===== config.mk =====
export PLATFORM = sky130hd
export DESIGN_NAME = rotary_touch_decode_regmap
export DESIGN_NICKNAME = d
export VERILOG_FILES = /design/src/rotary_pkg.sv /design/src/rotary_touch_decode_regmap.sv
export VERILOG_INCLUDE_DIRS = /design/src
export SDC_FILE = /design/constraint.sdc
export NUM_CORES = 1
export LEC_CHECK = 0
export BUFFER_PORTS_ARGS = -buffer_cell sky130_fd_sc_hd__clkbuf_2
export CORE_ASPECT_RATIO = 1.75
export CORE_UTILIZATION = 62
export DETAILED_ROUTE_END_ITERATION = 10
export PLACE_DENSITY = 0.85
export SETUP_SLACK_MARGIN = 0.05
export SYNTH_ARGS = -nofsm -noshare
export SYNTH_HDL_FRONTEND = slang
export SYNTH_SLANG_ARGS = --single-unit

===== constraint.sdc =====
create_clock -name mclk -period 24.9 [get_ports mclk]
set_input_delay 2.49 -clock mclk [delete_from_list [all_inputs] [get_ports mclk]]
set_output_delay 2.49 -clock mclk [all_outputs]
set_load 0.02 [all_outputs]

===== src/rotary_cfg.svh =====
`ifndef ROTARY_CFG_SVH
`define ROTARY_CFG_SVH
`define ADDR_EVENT_QUEUE   4'h0
`define ADDR_FAULT         4'h1
`define ADDR_POSITION      4'h2
`define ADDR_FEATURE       4'h3
`define ADDR_THRESHOLD     4'h4
`define ADDR_TICK_PERIOD   4'h5
`define ADDR_SCAN_FACTOR   4'h6
`define ADDR_CLICK_TONE    4'h7
`define ADDR_POWER_SAVE    4'h8
`define ADDR_HELD_TIMEOUT  4'h9
`define ADDR_MODE_CONTROL  4'hA
`define ADDR_PART_INFO     4'hB
`define BIT_CLICK          7
`define BIT_SELF_CAL       4
`define BIT_LOG_RELEASE    3
`define BIT_LOG_TOUCH      2
`define BIT_DETECT         0
`define FEATURE_MASK       8'h9D
`define BIT_RUN            0
`define BIT_DOZE           2
`define RST_EVENT_QUEUE    8'h40
`define RST_FEATURE        8'h81
`define RST_THRESHOLD      8'h00
`define RST_TICK_PERIOD    8'h05
`define RST_SCAN_FACTOR    8'h01
`define RST_CLICK_TONE     8'h01
`define RST_POWER_SAVE     8'h00
`define RST_HELD_TIMEOUT   8'h00
`define RST_MODE_CONTROL   8'h14
`define SCAN_FACTOR_MAX    8'h1F
`define MARGIN_DEFAULT     8'h10
`define EVT_RELEASE_FLAG   7
`endif


===== src/rotary_pkg.sv =====
package rotary_pkg;
    typedef struct packed {
        logic       wr;
        logic       rd;
        logic       set_ptr;
        logic [3:0] ptr;
        logic [7:0] wdata;
    } reg_req_t;
    typedef struct packed {
        logic       valid;
        logic [7:0] data;
    } event_t;
    typedef enum logic [1:0] {IDLE, HELD, WAIT_FREE} track_t;
endpackage


===== src/rotary_touch_decode_regmap.sv =====
// What this block does
// (RULE1) twelve 8-bit registers selected by a stored pointer for the host
// (RULE2) burst pointer goes 0x01 to 0x02 and 0x03..0x09 up to 0x0A
// (RULE3) burst pointer wraps to 0x00 after 0x00, 0x02, 0x0A; stays at 0x0B
// (RULE4) report untouched or exactly one of eight pads
// (RULE5) touch between pads with no clear winner reports untouched
// (RULE6) pad counts only when strength exceeds the threshold
// (RULE7) several qualifying pads of similar strength report untouched
// (RULE8) clearly stronger pad among two wins the report
// (RULE9) second pad touched while first held is ignored
// (RULE10) later pad released while first held gives no report
// (RULE11) first released while later held: release then later touched
// (RULE12) feature bit 7 gates click output to the sounder
// (RULE13) feature bit 4 enables self calibration
// (RULE14) feature bit 3 logs release events to the queue
// (RULE15) feature bit 2 logs touch events to the queue
// (RULE16) feature bit 0 enables detection, else no touches
// (RULE17) scan factor is encoding plus one, 1 to 32
// (RULE18) scan factor writes above range force 00011111
// (RULE19) scan period is factor times master tick
// (RULE20) pointer advances after each read with the same table
// (RULE21) config writes accepted only in halted bus active mode
// (RULE22) feature bits 6, 5, 1 ignore writes and read zero
`include "rotary_cfg.svh"
`timescale 1ns/1ps
`default_nettype none
module rotary_touch_decode_regmap #(
    parameter int          PADS   = 8,
    parameter logic [7:0]  MARGIN = `MARGIN_DEFAULT,
    parameter logic [7:0]  PART_INFO_VALUE = 8'h5A // arbitrary value
) (
    input  wire logic               mclk,
    input  wire logic               rstn,
    input  wire logic               tick,
    input  wire rotary_pkg::reg_req_t req,
    input  wire logic [PADS*8-1:0]  strength,
    input  wire logic               event_ready,
    output logic [7:0]              rdata,
    output logic [3:0]              ptr,
    output logic                    scan_strobe,
    output logic                    click,
    output logic                    self_cal_enable,
    output rotary_pkg::event_t      event_out,
    output logic [7:0]              position,
    output logic                    halted_bus_active_mode
);
    logic [7:0] feature;
    logic [7:0] threshold;
    logic [7:0] tick_period;
    logic [7:0] scan_factor;
    logic [7:0] click_tone;
    logic [7:0] power_save;
    logic [7:0] held_timeout;
    logic [7:0] mode_control;
    logic [7:0] fault;
    logic [4:0] scan_count;
    logic [2:0] held_pad;
    logic [2:0] wait_pad;
    logic       scan_now;
    logic       cand_valid;
    logic [2:0] cand_pad;
    logic [7:0] next_rdata;
    logic       access;
    rotary_pkg::track_t track;

    function automatic logic [3:0] next_ptr(input logic [3:0] a);
        case (a)
            `ADDR_FAULT:       next_ptr = `ADDR_POSITION;
            `ADDR_FEATURE, `ADDR_THRESHOLD, `ADDR_TICK_PERIOD, `ADDR_SCAN_FACTOR,
            `ADDR_CLICK_TONE, `ADDR_POWER_SAVE, `ADDR_HELD_TIMEOUT:
                               next_ptr = a + 4'h1;
            `ADDR_PART_INFO:   next_ptr = `ADDR_PART_INFO;
            default:           next_ptr = `ADDR_EVENT_QUEUE;
        endcase
    endfunction

    function automatic logic [7:0] pad_strength(input logic [PADS*8-1:0] s,
                                                input int i);
        pad_strength = s[i*8 +: 8];
    endfunction

    wire halted = !mode_control[`BIT_RUN] && mode_control[`BIT_DOZE];
    wire cfg_wr = req.wr && halted;
    assign access = req.wr || req.rd;

    // (RULE1) pointer update
    // (RULE2) burst table walk
    // (RULE3) wrap and stick
    // (RULE20) read advance
    always_ff @(posedge mclk) begin
        if (!rstn) begin
            ptr <= `ADDR_EVENT_QUEUE;
        end else if (req.set_ptr) begin
            ptr <= req.ptr;
        end else if (access) begin
            ptr <= next_ptr(ptr);
        end
    end

    // (RULE21) halted-mode write gate
    always_ff @(posedge mclk) begin
        if (!rstn) begin
            feature      <= `RST_FEATURE;
            threshold    <= `RST_THRESHOLD;
            tick_period  <= `RST_TICK_PERIOD;
            scan_factor  <= `RST_SCAN_FACTOR;
            click_tone   <= `RST_CLICK_TONE;
            power_save   <= `RST_POWER_SAVE;
            held_timeout <= `RST_HELD_TIMEOUT;
        end else if (cfg_wr) begin
            case (ptr)
                // (RULE22) unassigned bits dropped
                `ADDR_FEATURE:      feature <= req.wdata & `FEATURE_MASK;
                `ADDR_THRESHOLD:    threshold <= req.wdata;
                `ADDR_TICK_PERIOD:  tick_period <= req.wdata;
                // (RULE18) clamp sample factor
                `ADDR_SCAN_FACTOR:  scan_factor <= (req.wdata > `SCAN_FACTOR_MAX) ?
                                                   `SCAN_FACTOR_MAX : req.wdata;
                `ADDR_CLICK_TONE:   click_tone <= req.wdata;
                `ADDR_POWER_SAVE:   power_save <= req.wdata;
                `ADDR_HELD_TIMEOUT: held_timeout <= req.wdata;
                default: ;
            endcase
        end
    end

    // mode control is writable in any mode
    always_ff @(posedge mclk) begin
        if (!rstn) begin
            mode_control <= `RST_MODE_CONTROL;
        end else if (req.wr && ptr == `ADDR_MODE_CONTROL) begin
            mode_control <= req.wdata;
        end
    end

    always_ff @(posedge mclk) begin
        if (!rstn) begin
            halted_bus_active_mode <= 1'b1;
        end else begin
            halted_bus_active_mode <= halted;
        end
    end

    always_comb begin
        next_rdata = 8'h00;
        case (ptr)
            `ADDR_EVENT_QUEUE:  next_rdata = event_out.valid ? event_out.data
                                                             : `RST_EVENT_QUEUE;
            `ADDR_FAULT:        next_rdata = fault;
            `ADDR_POSITION:     next_rdata = position;
            `ADDR_FEATURE:      next_rdata = feature;
            `ADDR_THRESHOLD:    next_rdata = threshold;
            `ADDR_TICK_PERIOD:  next_rdata = tick_period;
            `ADDR_SCAN_FACTOR:  next_rdata = scan_factor;
            `ADDR_CLICK_TONE:   next_rdata = click_tone;
            `ADDR_POWER_SAVE:   next_rdata = power_save;
            `ADDR_HELD_TIMEOUT: next_rdata = held_timeout;
            `ADDR_MODE_CONTROL: next_rdata = mode_control;
            `ADDR_PART_INFO:    next_rdata = PART_INFO_VALUE;
            default:            next_rdata = 8'h00;
        endcase
    end

    always_ff @(posedge mclk) begin
        if (!rstn) begin
            rdata <= 8'h00;
        end else begin
            rdata <= next_rdata;
        end
    end

    // fault flags: never set and always read zero, although writes to locked registers outside halted mode are refused
    always_ff @(posedge mclk) begin
        if (!rstn) begin
            fault <= 8'h00;
        end else begin
            fault <= 8'h00;
        end
    end

    // (RULE17) factor is encoding plus one
    // (RULE19) scan every factor ticks
    always_ff @(posedge mclk) begin
        if (!rstn) begin
            scan_count <= 5'h00;
            scan_now   <= 1'b0;
        end else begin
            scan_now <= 1'b0;
            if (tick && mode_control[`BIT_RUN]) begin
                if (scan_count >= scan_factor[4:0]) begin
                    scan_count <= 5'h00;
                    scan_now   <= 1'b1;
                end else begin
                    scan_count <= scan_count + 5'h01;
                end
            end
        end
    end
    assign scan_strobe = scan_now;

    // (RULE6) threshold qualify
    // (RULE7) similar pads rejected
    // (RULE8) clear winner kept
    // (RULE5) between-pad touch untouched
    always_comb begin
        logic [7:0] best;
        logic [7:0] second;
        logic [7:0] s;
        best       = 8'h00;
        second     = 8'h00;
        cand_pad   = 3'h0;
        s          = 8'h00;
        for (int i = 0; i < PADS; i++) begin
            s = pad_strength(strength, i);
            if (s > threshold) begin
                if (s > best) begin
                    second   = best;
                    best     = s;
                    cand_pad = i[2:0];
                end else if (s > second) begin
                    second = s;
                end
            end
        end
        cand_valid = (best > threshold) &&
                     ((second <= threshold) || (best - second >= MARGIN));
    end

    // (RULE12) click gate
    // (RULE4) single position tracking
    // (RULE9) hold first pad
    // (RULE10) later pad silent
    // (RULE11) rollover release then touch
    // (RULE16) detection gate
    // (RULE14) release logging
    // (RULE15) touch logging
    always_ff @(posedge mclk) begin
        if (!rstn) begin
            track     <= rotary_pkg::IDLE;
            held_pad  <= 3'h0;
            wait_pad  <= 3'h0;
            position  <= 8'h00;
            event_out <= '0;
            click     <= 1'b0;
        end else begin
            click <= 1'b0;
            if (event_out.valid && event_ready) begin
                event_out.valid <= 1'b0;
            end
            if (!feature[`BIT_DETECT]) begin
                track    <= rotary_pkg::IDLE;
                position <= 8'h00;
            end else if (scan_now) begin
                case (track)
                    rotary_pkg::IDLE: begin
                        if (cand_valid) begin
                            track    <= rotary_pkg::HELD;
                            held_pad <= cand_pad;
                            position <= 8'h80 | {5'h00, cand_pad};
                            click    <= feature[`BIT_CLICK];
                            if (feature[`BIT_LOG_TOUCH]) begin
                                event_out <= '{valid: 1'b1, data: {5'h00, cand_pad}};
                            end
                        end
                    end
                    rotary_pkg::HELD: begin
                        if (pad_strength(strength, int'(held_pad)) <= threshold) begin
                            position <= 8'h00;
                            if (feature[`BIT_LOG_RELEASE]) begin
                                event_out <= '{valid: 1'b1,
                                               data: 8'h80 | {5'h00, held_pad}};
                            end
                            if (cand_valid) begin
                                track    <= rotary_pkg::WAIT_FREE;
                                wait_pad <= cand_pad;
                            end else begin
                                track <= rotary_pkg::IDLE;
                            end
                        end
                    end
                    rotary_pkg::WAIT_FREE: begin
                        track    <= rotary_pkg::HELD;
                        held_pad <= wait_pad;
                        position <= 8'h80 | {5'h00, wait_pad};
                        click    <= feature[`BIT_CLICK];
                        if (feature[`BIT_LOG_TOUCH]) begin
                            event_out <= '{valid: 1'b1, data: {5'h00, wait_pad}};
                        end
                    end
                    default: track <= rotary_pkg::IDLE;
                endcase
            end
        end
    end

    // (RULE13) calibration enable
    always_ff @(posedge mclk) begin
        if (!rstn) begin
            self_cal_enable <= 1'b0;
        end else begin
            self_cal_enable <= feature[`BIT_SELF_CAL];
        end
    end

    // (RULE2) table check
    a_burst_step: assert property (@(posedge mclk) disable iff (!rstn) // (RULE2)
        (access && !req.set_ptr && ptr == `ADDR_FAULT) |=> ptr == `ADDR_POSITION)
        else $error("burst pointer did not go 1 to 2");
    a_burst_wrap: assert property (@(posedge mclk) disable iff (!rstn) // (RULE3)
        (access && !req.set_ptr && ptr == `ADDR_MODE_CONTROL) |=> ptr == `ADDR_EVENT_QUEUE)
        else $error("burst pointer did not wrap after 0x0A");
    a_burst_stick: assert property (@(posedge mclk) disable iff (!rstn) // (RULE3)
        (access && !req.set_ptr && ptr == `ADDR_PART_INFO) |=> ptr == `ADDR_PART_INFO)
        else $error("burst pointer left 0x0B");
    a_factor_clamp: assert property (@(posedge mclk) disable iff (!rstn) // (RULE18)
        scan_factor <= `SCAN_FACTOR_MAX)
        else $error("scan factor out of range");
    a_reserved_zero: assert property (@(posedge mclk) disable iff (!rstn) // (RULE22)
        (feature & ~`FEATURE_MASK) == 8'h00)
        else $error("reserved feature bits set");
    a_write_locked: assert property (@(posedge mclk) disable iff (!rstn) // (RULE21)
        (req.wr && !halted && ptr == `ADDR_THRESHOLD) |=> $stable(threshold))
        else $error("threshold written outside halted mode");
    a_detect_off: assert property (@(posedge mclk) disable iff (!rstn) // (RULE16)
        !feature[`BIT_DETECT] |=> position == 8'h00)
        else $error("touch reported while detection off");
    a_click_gate: assert property (@(posedge mclk) disable iff (!rstn) // (RULE12)
        click |-> $past(feature[`BIT_CLICK]))
        else $error("click with sounder disabled");
    a_one_position: assert property (@(posedge mclk) disable iff (!rstn) // (RULE4)
        (position == 8'h00) || (position[7:3] == 5'h10))
        else $error("position field invalid");
    a_held_kept: assert property (@(posedge mclk) disable iff (!rstn) // (RULE9)
        (scan_now && feature[`BIT_DETECT] && track == rotary_pkg::HELD &&
         pad_strength(strength, int'(held_pad)) > threshold) |=> $stable(position))
        else $error("held pad report changed");
    a_touch_log: assert property (@(posedge mclk) disable iff (!rstn) // (RULE15)
        (scan_now && feature[`BIT_DETECT] && feature[`BIT_LOG_TOUCH] &&
         track == rotary_pkg::IDLE && cand_valid) |=> (event_out.valid &&
         event_out.data == {5'h00, $past(cand_pad)}))
        else $error("new touch not logged");
    a_release_log: assert property (@(posedge mclk) disable iff (!rstn) // (RULE14)
        (scan_now && feature[`BIT_DETECT] && feature[`BIT_LOG_RELEASE] &&
         track == rotary_pkg::HELD && pad_strength(strength, int'(held_pad)) <= threshold)
        |=> (event_out.valid && event_out.data[`EVT_RELEASE_FLAG]))
        else $error("release not logged");
endmodule // rotary_touch_decode_regmap
`default_nettype wire


# [After elaboration in Yosys (flattened, before gate mapping)]
# Index checks and enable logic that the tools add are counted.
[word_totals] inputBits=83 output_inout_bits=33 reg_bits=107
[classes] magnitude_cmp=29 add_sub_neg=3 n_mux=79 shift=1 n_eq_ne=18 n_reduce_logical=30
[ops] operator="2-to-1 mux 8 bit" n=41
[ops] operator="greater-than comparator 8 bit" n=22
[ops] operator="one-hot mux 8 bit (11 select lines)" n=1
[ops] operator="variable part select 64 x 7 -> 8 bit" n=1
[ops] operator="2-to-1 mux 9 bit" n=7
[ops] operator="2-to-1 mux 3 bit" n=13
[ops] operator="one-hot mux 9 bit (3 select lines)" n=1
[ops] operator="one-hot mux 8 bit (3 select lines)" n=1
[ops] operator="AND reduction 2 bit" n=9
[ops] operator="equality test 4 x 3 -> 1 bit, second input constant" n=4
[ops] operator="equality test 4 bit, second input constant" n=4
[ops] operator="greater-than comparator 8 x 1 -> 1 bit, second input constant" n=2
[ops] operator="less-or-equal comparator 8 bit" n=2
[ops] operator="one-hot mux 4 bit (3 select lines)" n=1
[ops] operator="inequality test 2 bit, second input constant" n=5
[ops] operator="equality test 4 x 2 -> 1 bit, second input constant" n=2
[ops] operator="greater-or-equal comparator 8 x 5 -> 1 bit, second input constant" n=1
[ops] operator="greater-than comparator 8 x 5 -> 1 bit, second input constant" n=1
[ops] operator="2-to-1 mux 4 bit" n=2
[ops] operator="AND reduction 4 bit" n=2
[ops] operator="AND reduction 8 bit" n=1
[ops] operator="subtractor 8 bit" n=1
[ops] operator="OR reduction 7 bit" n=1
[ops] operator="logical AND 1 bit" n=6
[ops] operator="other kinds (20)" n=29

# [Depth between registers and ports, before layout]
# Gate-level depths: netlist (run 1).
[depth] depth_word=38 ltp_mapped=96

# [Least setup slack after synthesis (run 1)]
# OpenSTA, ideal clock, no wires.
[synth_path] path_type="in2reg" start="input port strength[1]" end="register position[0]" setup_time_ns=0.121 arrival_ns=18.427 cell_stages=88 slack_ns=6.352 path_cell_list="ha_1 -> nor2b_1 -> o211ai_1 -> a211oi_2 -> or2_1 -> buf_2 -> nand2_1 -> ha_1 -> nand4_2 -> nor2_2 -> a21oi_1 -> or2_1 -> buf_6 -> a21oi_1 -> nor2_1 -> ha_1 -> and2_1 -> o21ai_1 -> [... 52 more ...] -> clkbuf_1 -> clkbuf_1 -> o21ai_0 -> a21o_1 -> ha_1 -> a21o_1 -> a21o_1 -> a21oi_1 -> o21ai_0 -> nand2_1 -> a2111oi_0 -> nor2_1 -> o21ai_0 -> a311o_1 -> o21a_1 -> a31o_1 -> a211o_4 -> mux2_4"
[synth_between] elab_chain_len=36 word_cells_on_any_way=78 cone_classes="1 x add/sub; 19 x order compare; 2 x eq/ne; 1 x shift; 52 x mux; 3 x reduce/logical"
[synth_rtl] element="start: declaration" line_no="rotary_touch_decode_regmap.sv:36" source="input wire logic [PADS*8-1:0] strength,"
[synth_rtl] element="greater-than comparator 8 x 1 -> 1 bit" line_no="rotary_touch_decode_regmap.sv:216, rotary_touch_decode_regmap.sv:220"
[synth_rtl] element="2-to-1 mux 8 bit" line_no="rotary_touch_decode_regmap.sv:216, rotary_touch_decode_regmap.sv:220"
[synth_rtl] element="2-to-1 mux 8 bit" line_no="rotary_touch_decode_regmap.sv:215" source="if (s > threshold) begin"
[synth_rtl] element="greater-than comparator 8 bit" line_no="rotary_touch_decode_regmap.sv:216" source="if (s > best) begin"
[synth_rtl] element="2-to-1 mux 8 bit" line_no="rotary_touch_decode_regmap.sv:216"
[synth_rtl] element="2-to-1 mux 8 bit" line_no="rotary_touch_decode_regmap.sv:215"
[synth_rtl] element="greater-than comparator 8 bit" line_no="rotary_touch_decode_regmap.sv:220" source="end else if (s > second) begin"
[synth_rtl] element="2-to-1 mux 8 bit" line_no="rotary_touch_decode_regmap.sv:220"
[synth_rtl] element="[... 20 more ...]"
[synth_rtl] element="2-to-1 mux 8 bit" line_no="rotary_touch_decode_regmap.sv:216"
[synth_rtl] element="2-to-1 mux 8 bit" line_no="rotary_touch_decode_regmap.sv:215"
[synth_rtl] element="subtractor 8 bit" line_no="rotary_touch_decode_regmap.sv:226" source="((second <= threshold) || (best - second >= MARGIN));"
[synth_rtl] element="greater-or-equal comparator 8 x 5 -> 1 bit" line_no="rotary_touch_decode_regmap.sv:226"
[synth_rtl] element="logical OR 1 bit" line_no="rotary_touch_decode_regmap.sv:226"
[synth_rtl] element="logical AND 1 bit" line_no="rotary_touch_decode_regmap.sv:225" source="cand_valid = (best > threshold) &&"
[synth_rtl] element="inequality test 2 bit (no source line)"
[synth_rtl] element="AND reduction 4 bit (no source line)"
[synth_rtl] element="end signal: assignment" line_no="rotary_touch_decode_regmap.sv:259" source="position <= 8'h80 | {5'h00, cand_pad};"
[synth_rtl] element="end signal: assignment" line_no="rotary_touch_decode_regmap.sv:284" source="position <= 8'h80 | {5'h00, wait_pad};"
[synth_rtl] element="end: declaration" line_no="rotary_touch_decode_regmap.sv:44" source="output logic [7:0] position,"
# Parallel ways exist; a longest one is shown, timed or not. The select of a mux whose other input is x is not followed.
# A chain may end at the register's enable or synchronous reset.

# [Final worst setup path (run 1)]
[layout_path] start="input port strength[1]" end="register event_out[1] (netlist bit)"
[layout_between] elab_chain_len=36 word_cells_on_any_way=77 cone_classes="1 x add/sub; 19 x order compare; 2 x eq/ne; 1 x shift; 51 x mux; 3 x reduce/logical"
[layout_rtl] element="greater-than comparator 8 x 1 -> 1 bit" line_no="rotary_touch_decode_regmap.sv:216, rotary_touch_decode_regmap.sv:220"
[layout_rtl] element="2-to-1 mux 8 bit" line_no="rotary_touch_decode_regmap.sv:216, rotary_touch_decode_regmap.sv:220"
[layout_rtl] element="2-to-1 mux 8 bit" line_no="rotary_touch_decode_regmap.sv:215"
[layout_rtl] element="greater-than comparator 8 bit" line_no="rotary_touch_decode_regmap.sv:216"
[layout_rtl] element="2-to-1 mux 8 bit" line_no="rotary_touch_decode_regmap.sv:216"
[layout_rtl] element="2-to-1 mux 8 bit" line_no="rotary_touch_decode_regmap.sv:215"
[layout_rtl] element="greater-than comparator 8 bit" line_no="rotary_touch_decode_regmap.sv:220"
[layout_rtl] element="2-to-1 mux 8 bit" line_no="rotary_touch_decode_regmap.sv:220"
[layout_rtl] element="[... 20 more ...]"
[layout_rtl] element="2-to-1 mux 8 bit" line_no="rotary_touch_decode_regmap.sv:216"
[layout_rtl] element="2-to-1 mux 8 bit" line_no="rotary_touch_decode_regmap.sv:215"
[layout_rtl] element="subtractor 8 bit" line_no="rotary_touch_decode_regmap.sv:226"
[layout_rtl] element="greater-or-equal comparator 8 x 5 -> 1 bit" line_no="rotary_touch_decode_regmap.sv:226"
[layout_rtl] element="logical OR 1 bit" line_no="rotary_touch_decode_regmap.sv:226"
[layout_rtl] element="logical AND 1 bit" line_no="rotary_touch_decode_regmap.sv:225"
[layout_rtl] element="inequality test 2 bit (no source line)"
[layout_rtl] element="AND reduction 8 bit (no source line)"
[layout_rtl] element="end signal: assignment" line_no="rotary_touch_decode_regmap.sv:262" source="event_out <= '{valid: 1'b1, data: {5'h00, cand_pad}};"
[layout_rtl] element="end signal: assignment" line_no="rotary_touch_decode_regmap.sv:270" source="event_out <= '{valid: 1'b1,"
[layout_rtl] element="end signal: assignment" line_no="rotary_touch_decode_regmap.sv:287" source="event_out <= '{valid: 1'b1, data: {5'h00, wait_pad}};"
[layout_rtl] element="end: declaration" line_no="rotary_touch_decode_regmap.sv:43" source="output rotary_pkg::event_t event_out,"
# Parallel ways exist; a longest one is shown, timed or not. The select of a mux whose other input is x is not followed.

==> reports/qor.yml, run 1 <==
status: "complete, no violations"
grt_first_pass_wirelength_mm: 64.69
synth_top_cell_area_share_pct: 21.90
ctsHtreeMaxLevel: 3
hold_path.class: "flip-flop to flip-flop"
power_leakage_nw: 5.934
p_sw_w: 0.001183
synth.area.top_cells: "ha_1, dfxtp_1, nand2_1"
critPathLaunchType: "input port"
period_needed_ps: 22240
final_core_util_pct: 67.49
ant_nets: 0
swShare_pct: 55.18
num_antenna_cells: 0
p_int_w: 0.0009606
antenna_found_initial: 0
synth-seq-area-share_pct: 15.99
postSynthAreaPerCell_um2: 7.866
maxSlewViolCount: 0
cts_tree: "yes"
drt-initial-drc-count: 1127
crit_slowest_cell: "nor2_1"
dr.pass1.iters: 9
seqCellArea_mm2: 0.001982
vdd.ir_drop.worst_v: 0.0001716
track_usage_pct: 40.36
start_util_pct: 63.08
crit_top_cell: "a21oi_1"
coreArea_mm2: 0.01965
clockBufferDepth: 2
max_stage_delay_ps: 870
area_growth_pct: 7.004
power_density_mw_per_mm2: 161.6
finalPower_w: 0.002143
dieArea_mm2: 0.02059
multiInputGateArea_mm2: 0.009833
dp_hpwl_mm: 32.31
critPathLaunch: "strength[1]"
rsz0062_at_grt: "no"
relSlewSlack_pct: 21.31
clk_pin_slew_ps: 70
max_freq_ghz: 0.04496
postSynthCellCount: 1576
placementRows: 68
hold_viol_final: 0
synth_edf_count: 0
numCtsBuffers: 9
drcViolationCount: 0
grt.overflow.total: 0
cp_num_buf_inv: 5
nNetsFinal: 1927
crit_arrival_ps: 22490
fin_skew_ps: 10.35
totalWireLength_mm: 41.19
path_delay_family: "compound AO/OA/AOI/OAI gates"
netlist-cell-type-count: 100
fillerInstances: 1682
finalWeightedCongestion: 1.039
crit_required_ps: 25150
place_inst: 1861
cts_root_buffer: "clkbuf_16"
routed_via_density: 7.001
io_pins: 116
cap_violations: 0
syn_area_mm2: 0.01240
grt_pass1_vias: 12930
cts_sinks: 99
cp_max_fo: 29
drive_above_1_share_pct: 13.05
finalNonFillerCells: 1877
die_h_um: 189.1
clockPowerShare_pct: 6.6
cp-end-kind: "flip-flop"
r2r_start: "threshold[6]$_SDFFE_PN0P_"
setup_viol: 0
finalSetupTns_ps: 0
insertion_delay_ps: 350
worst_pin_slew_ps: 1171
sequentialPowerShare_pct: 7.5
hp-start: "tick_period[1]$_SDFFE_PN0P_"
criticalPathCategory: "input port to flip-flop"
ys_seq_elements: 99
port_buffers: 107
ys_warn_count: 0
combPwrFrac_pct: 85.9
ctsResizeCount: 0
postCtsSetupRepairBufs: 0
wl_per_cell_um: 21.94
die_x_um: 108.9
grt_max_degree: 65
cts_hold_buf: 0
synth-main-ff-cell: "dfxtp_1"
num_vias: 13140
fin_crit_sh_pct: 89.32
synth_area_leader_cell: "ha_1"
synth-async-reset-ratio_pct: 0
through the flow:
step | hold WS, ps | area (um2) | setup WS [ps]
after global placement | 442.2 | 12970 | 2815
final | 459.9 | 13270 | 2659
after global routing | 483.9 | 13270 | 1066
after CTS | 462.8 | 13260 | 2835
after detailed placement | 453.3 | 12970 | 2530
after floorplan | 435.7 | 12420 | 6352
power groups by stage:
stage	Sequential (W)	Clock [W]	Combinational, W
after global routing	0.000162	0.000147	0.00203
after global placement	0.000165	0	0.00175
after floorplan	0.000166	0	0.00140
final	0.000161	0.000140	0.00184
after detailed placement	0.000165	0	0.00179
after CTS	0.000161	0.000141	0.00180
path summary, 6_finish.rpt:
check	end	slack, ps	cells past startpoint
worst min register to register	tick_period[1]$_SDFFE_PN0P_	460	2
worst max-delay path	event_out[1]$_SDFFE_PN0P_	2660	80
worst max register to register	event_out[1]$_SDFFE_PN0P_	4170	80
worst min-delay path	tick_period[1]$_SDFFE_PN0P_	460	2
metal layers:
layer	routed length, um	vias up	GRT usage (%)
met5	0	-	0
met4	3974	0	35.03
met3	2855	286	6.059
met2	20450	774	71.19
met1	13910	6086	39.99
li1	-	5995	-
worst register-to-register path, delay by kind of cell (launching register included):
family	cells	cell delay, ps
flops	1	330
simple gates	26	7320
fa+ha+maj	9	2850
buf+inv	5	930
compound gates	40	9210
cell families after synthesis:
kind of cell	synth area share, %
XOR/XNOR	0.6460
buffers and inverters	4.925
other	0.03025
multiplexers	8.498
AO/OA/AOI/OAI	27.32
AND/OR/NAND/NOR	20.69
flip-flops	15.99
adder cells (fa/ha/maj)	21.90
flip-flops by register name, indices dropped and copies added, names as in the netlist, 5 cells and up:
signal / flops
event_out: 5
tick_period: 8
held_timeout: 8
threshold: 8
rdata: 8
scan_count: 5
mode_control: 8
scan_factor: 8
click_tone: 8
power_save: 8
feature: 5
final cells by class:
cell class | instances | share of cell area (%)
clock inverters | 5 | 0.4527
flip-flops and latches | 99 | 14.94
inverters | 70 | 1.981
well taps | 245 | 2.311
repair buffers | 114 | 4.433
multi-input cells | 1333 | 74.13
clock buffers | 11 | 1.754
synthesized netlist by cell type, drive strengths merged (6+ instances only):
library cell	n
mux2i	50
clkbuf	61
nor2	131
o31a	7
o21a	26
a211o	10
a21oi	121
dfxtp	99
mux2	15
a31o	8
a221oi	10
inv	70
ha	217
nand3	61
nand4	29
mux4	16
a31oi	15
a21o	42
and3	25
nor2b	29
o22ai	7
or2	16
nand2b	13
nor3	24
and2	16
a222oi	7
a32oi	8
nand2	171
buf	20
o211a	6
a2111oi	7
a211oi	22
a22oi	6
a22o	14
o21ai	98
o211ai	16
layout by cell type, fill, tap and decap left out, drive strengths merged, types with 8 or more instances in the layout:
master,n
nand4,29
conb,8
clkbuf,118
nand2b,13
a211oi,22
mux2,15
o21ai,98
and2,16
or2,16
o21a,26
and3,25
a32oi,8
a21o,42
inv,72
a22o,14
a211o,10
nand2,171
nor3,24
mux2i,50
mux4,16
nor2,131
ha,217
a31oi,15
nand3,61
a31o,8
nor2b,29
a21oi,121
dfxtp,99
o211ai,16
a221oi,10
Power figures use the tool's default switching activity.
==> run 2: changes to the inputs <==
==> constraint.sdc (replaced) <==
create_clock -name mclk -period 22.9 [get_ports mclk]
set_input_delay 4.58 -clock mclk [delete_from_list [all_inputs] [get_ports mclk]]
set_output_delay 4.58 -clock mclk [all_outputs]
set_load 0.02 [all_outputs]
==> run 2 against run 1 <==
Clock-buffer cell count down 1. Largest cell class unchanged. Non-clock buffer count is 13 higher. Via count decreased by 1.4%. Clock skew shrank 0.64 ps. Critical path type unchanged. Routed wire length up 1.7%. Flip-flop and latch count is the same. Critical path depth unchanged. Cell area rose by 1.2%.
==> reports/qor.yml, run 2 (synthesis gave the netlist of run 1 again) <==
status: "complete, no violations"
dr.pass1.iters: 6
grt_first_pass_wirelength_mm: 65.90
setup_viol: 0
ctsHtreeMaxLevel: 3
crit_top_cell: "ha_1"
hold_path.class: "flip-flop to flip-flop"
r2r-end: "position[2]$_SDFFE_PN0P_"
relSlewSlack_pct: 24.73
num_antenna_cells: 0
mostFrequentLayoutCells: "ha_1, nand2_1, nor2_1"
vdd.ir_drop.worst_v: 0.0002323
drive_above_1_share_pct: 14.17
die_x_um: 108.9
antenna_found_initial: 0
dp_hpwl_mm: 32.40
routed_via_density: 6.859
placementRows: 68
drcViolationCount: 0
cp_max_fo: 22
hold_depth: 2
num_vias: 12960
grt_max_degree: 65
totalWireLength_mm: 41.87
r2r_start: "threshold[6]$_SDFFE_PN0P_"
r2r_cells: 80
postPlaceCellArea_mm2: 0.01305
fin_crit_sh_pct: 94.71
rsz0062_at_grt: "no"
grt_pass1_vias: 12750
max_freq_ghz: 0.04611
cp-end-kind: "flip-flop"
clockBufferDepth: 2
crit_arrival_ps: 21920
mostFrequentLayoutCell: "ha_1"
power_density_mw_per_mm2: 177.3
crit_slowest_cell: "o31ai_2"
period_needed_ps: 21690
finalWeightedCongestion: 1.029
hp-start: "tick_period[4]$_SDFFE_PN0P_"
hold_path_end: "tick_period[4]$_SDFFE_PN0P_"
fin_skew_ps: 9.707
coreArea_mm2: 0.01965
numCtsBuffers: 9
hold_viol_final: 0
stdcell_area_mm2: 0.01342
insertion_delay_ps: 350
dieArea_mm2: 0.02059
clk_pin_slew_ps: 70
cts_tree: "yes"
port_buffers: 107
criticalPathCategory: "input port to flip-flop"
grt.overflow.total: 0
worst_pin_slew_ps: 1129
finalSetupTns_ps: 0
drt-initial-drc-count: 1081
cap_violations: 0
track_usage_pct: 41.21
ant_nets: 0
cts_sinks: 99
nNetsFinal: 1940
max_stage_delay_ps: 550
die_h_um: 189.1
maxSlewViolCount: 0
wl_per_cell_um: 22.17
rrSetupSlack_ps: 4780
cts_hold_buf: 0
power_leakage_nw: 6.013
cts_root_buffer: "clkbuf_16"
critPathLaunchType: "input port"
io_pins: 116
crit_required_ps: 23130
area_growth_pct: 8.276
finalPower_w: 0.002380
start_util_pct: 63.08
run 2: cell count changes in the layout (fill, tap and decap cells not counted), moves of 2 or more:
cell,previous run,this run
or2_1,5,3
or2_2,11,13
inv_6,2,0
buf_4,7,20
run 2: power by group:
part | leakage (nW) | switching, W | internal (W)
Sequential | 0.799 | 0.00000184 | 0.000174
Clock | 0.151 | 0.0000662 | 0.0000961
Combinational | 5.06 | 0.00123 | 0.000812
run 2: timing repair:
action | in CTS | in global routing
gates resized for setup | 0 | 9
endpoints found under the setup margin | 0 | 18
hold endpoints to repair | 0 | 0
setup buffers | 0 | 3
run 2: worst max-delay path by stage:
stage,from,end,slack (ps),cells past startpoint
2_1_floorplan,strength[1],position[0]$_SDFFE_PN0P_,2260,88
3_3_place_gp,strength[1],position[2]$_SDFFE_PN0P_,550,79
3_5_place_dp,strength[1],position[1]$_SDFFE_PN0P_,280,80
4_1_cts,strength[1],position[2]$_SDFFE_PN0P_,580,79
5_1_grt,strength[1],event_out[2]$_SDFFE_PN0P_,100,84
6_report,strength[1],position[2]$_SDFFE_PN0P_,1210,80
run 2: per-stage QoR:
step	instances	utilization (%)	setup slack, ps	hold WS (ps)
6_report	1889	68.30	1212	463.6
3_5_place_dp	1871	66.37	278.3	450.8
3_3_place_gp	1871	66.37	546.5	441.3
4_1_cts	1886	67.98	575.4	463.3
2_1_floorplan	1583	-	2262	435.7
5_1_grt	1889	68.30	101.0	487.0
run 2: critical path: cells and delay by family:
kind	cells	cell delay, ps
buffers and inverters	5	950
muxes	1	310
adders and majority gates	9	2760
and+or+nand+nor	29	4740
AOI/OAI and AO/OA	36	8540
run 2: routing by layer:
| layer | track usage (%) | up-vias | share of wire (%) |
|---|---|---|---|
| met5 | 0 | - | 0 |
| met4 | 34.10 | 0 | 9.3 |
| met3 | 5.577 | 269 | 6.7 |
| met2 | 71.00 | 711 | 49 |
| met1 | 43.37 | 5942 | 35 |
| li1 | - | 6035 | - |
run 2: area by class of cell:
cell class	count	area, um2
Clock buffer	10	229.0
Clock inverter	5	87.58
Fill cell	1683	6231
Inverter	70	262.8
Multi-Input combinational cell	1333	9869
Sequential cell	99	1982
Tap cell	245	306.5
Timing Repair Buffer	127	685.7
==> run 3: changes to the inputs <==
--- a/config.mk
+++ b/config.mk
@@ -8,9 +8,9 @@
 export LEC_CHECK = 0
 export BUFFER_PORTS_ARGS = -buffer_cell sky130_fd_sc_hd__clkbuf_2
 export CORE_ASPECT_RATIO = 1.75
-export CORE_UTILIZATION = 62
+export CORE_UTILIZATION = 50
 export DETAILED_ROUTE_END_ITERATION = 10
-export PLACE_DENSITY = 0.85
+export PLACE_DENSITY = 0.71
 export SETUP_SLACK_MARGIN = 0.05
 export SYNTH_ARGS = -nofsm -noshare
 export SYNTH_HDL_FRONTEND = slang
==> run 3 against run 2 <==
Global-route usage is 8.6 points lower. Highest routed layer unchanged. Maximum frequency is 0.29% lower. Sequential share of layout area is 0.16 points lower.
==> reports/qor.yml, run 3 (synthesis gave the netlist of run 1 again) <==
antenna_found_initial: 0
r2r_start: "threshold[6]$_SDFFE_PN0P_"
max_freq_ghz: 0.04597
drcViolationCount: 0
r2r_cells: 82
mostFrequentLayoutCell: "ha_1"
hold_viol_final: 0
fin_skew_ps: 7.818
mostFrequentLayoutCells: "ha_1, nand2_1, nor2_1"
finalSetupTns_ps: 0
cts_hold_buf: 0
maxSlewViolCount: 0
grt_first_pass_wirelength_mm: 64.71
power_leakage_nw: 6.048
crit_slowest_cell: "o21ai_0"
insertion_delay_ps: 340
placementRows: 75
dp_hpwl_mm: 33.48
setup_viol: 0
coreArea_mm2: 0.02412
crit_top_cell: "ha_1"
wl_per_cell_um: 21.39
fin_crit_sh_pct: 94.99
cts_root_buffer: "clkbuf_16"
crit_arrival_ps: 21980
hold_depth: 2
ant_nets: 0
rrSetupSlack_ps: 4790
rsz0062_at_grt: "no"
period_needed_ps: 21750
ctsHtreeMaxLevel: 3
clockBufferDepth: 2
finalWeightedCongestion: 1.001
dieArea_mm2: 0.02545
area_growth_pct: 9.467
cp_max_fo: 21
crit_required_ps: 23130
drive_above_1_share_pct: 14.75
num_antenna_cells: 0
die_h_um: 210.3
io_pins: 116
final_core_util_pct: 56.27
cp-end-kind: "flip-flop"
max_stage_delay_ps: 580
grt.overflow.total: 0
criticalPathCategory: "input port to flip-flop"
clk_pin_slew_ps: 60
hp-start: "tick_period[4]$_SDFFE_PN0P_"
vdd.ir_drop.worst_v: 0.0001496
grt_max_degree: 45
hold_path_end: "tick_period[4]$_SDFFE_PN0P_"
power_density_mw_per_mm2: 177.2
track_usage_pct: 32.61
grt_pass1_vias: 12410
cts_sinks: 99
fillerInstances: 2291
num_vias: 12760
hold_path.class: "flip-flop to flip-flop"
totalWireLength_mm: 41.83
cts_tree: "yes"
dr.pass1.iters: 6
routed_via_density: 6.522
nNetsFinal: 1943
worst_pin_slew_ps: 1105
critPathLaunchType: "input port"
relSlewSlack_pct: 26.16
cap_violations: 0
r2r-end: "position[2]$_SDFFE_PN0P_"
die_x_um: 121.0
port_buffers: 107
numCtsBuffers: 9
start_util_pct: 51.40
drt-initial-drc-count: 892
status: "complete, no violations"
## run 3: area by class of cell
cell class	count	area, um2	area share (%)
clock buffers	10	229.0	1.687
clock inverters	6	111.4	0.8206
inverters	70	262.8	1.936
multi-input cells	1333	9892	72.89
flip-flops and latches	99	1982	14.60
well taps	308	385.4	2.840
repair buffers	130	708.2	5.219
## run 3: repair_timing
| item | CTS | global route |
|---|---|---|
| resized for setup | 0 | 17 |
| endpoints found under the setup margin | 0 | 18 |
| buffers inserted | 0 | 3 |
## run 3: how the worst max path moves through the flow
stage | slack, ps | end | startpoint | depth (start not counted)
detailed placement | 380 | position[2]$_SDFFE_PN0P_ | strength[1] | 79
CTS | 660 | position[2]$_SDFFE_PN0P_ | strength[1] | 79
global route | 140 | position[2]$_SDFFE_PN0P_ | strength[1] | 83
finish | 1150 | position[2]$_SDFFE_PN0P_ | strength[1] | 82
global placement | 580 | position[1]$_SDFFE_PN0P_ | strength[1] | 79
floorplan | 2260 | position[0]$_SDFFE_PN0P_ | strength[1] | 88
## run 3: critical path: cells and delay by family
| family | cells | cell delay, ps |
|---|---|---|
| and+or+nand+nor | 26 | 4600 |
| muxes | 1 | 300 |
| adders and majority gates | 9 | 2840 |
| AOI/OAI and AO/OA | 40 | 8430 |
| buffers and inverters | 6 | 1200 |
## run 3: stage by stage
step,hold slack (ps),std cells,setup slack [ps],cell area [um2],power [W]
2_1_floorplan,435.7,1583,2262,12420,0.001700
3_3_place_gp,442.1,1937,575.7,13150,0.002135
3_5_place_dp,448.4,1937,377.5,13150,0.002164
4_1_cts,457.5,1953,657.1,13490,0.002350
5_1_grt,488.9,1956,136.7,13570,0.002626
6_report,456.1,1956,1148,13570,0.002404
## run 3: report_power, final
part	internal (W)	leakage (nW)	switching (W)
Combinational	0.000819	5.09	0.00124
Sequential	0.000174	0.799	0.00000176
Clock	0.000107	0.163	0.0000666
Total	0.00110	6.05	0.00130
## run 3: per-layer routing
layer / GRT usage (%) / routed length (um) / vias to the layer above
li1: - / - / 6038
met3: 2.489 / 2076 / 201
met2: 60.59 / 21190 / 570
met4: 24.10 / 3259 / 0
met1: 33.53 / 15310 / 5948
met5: 0 / 0 / -
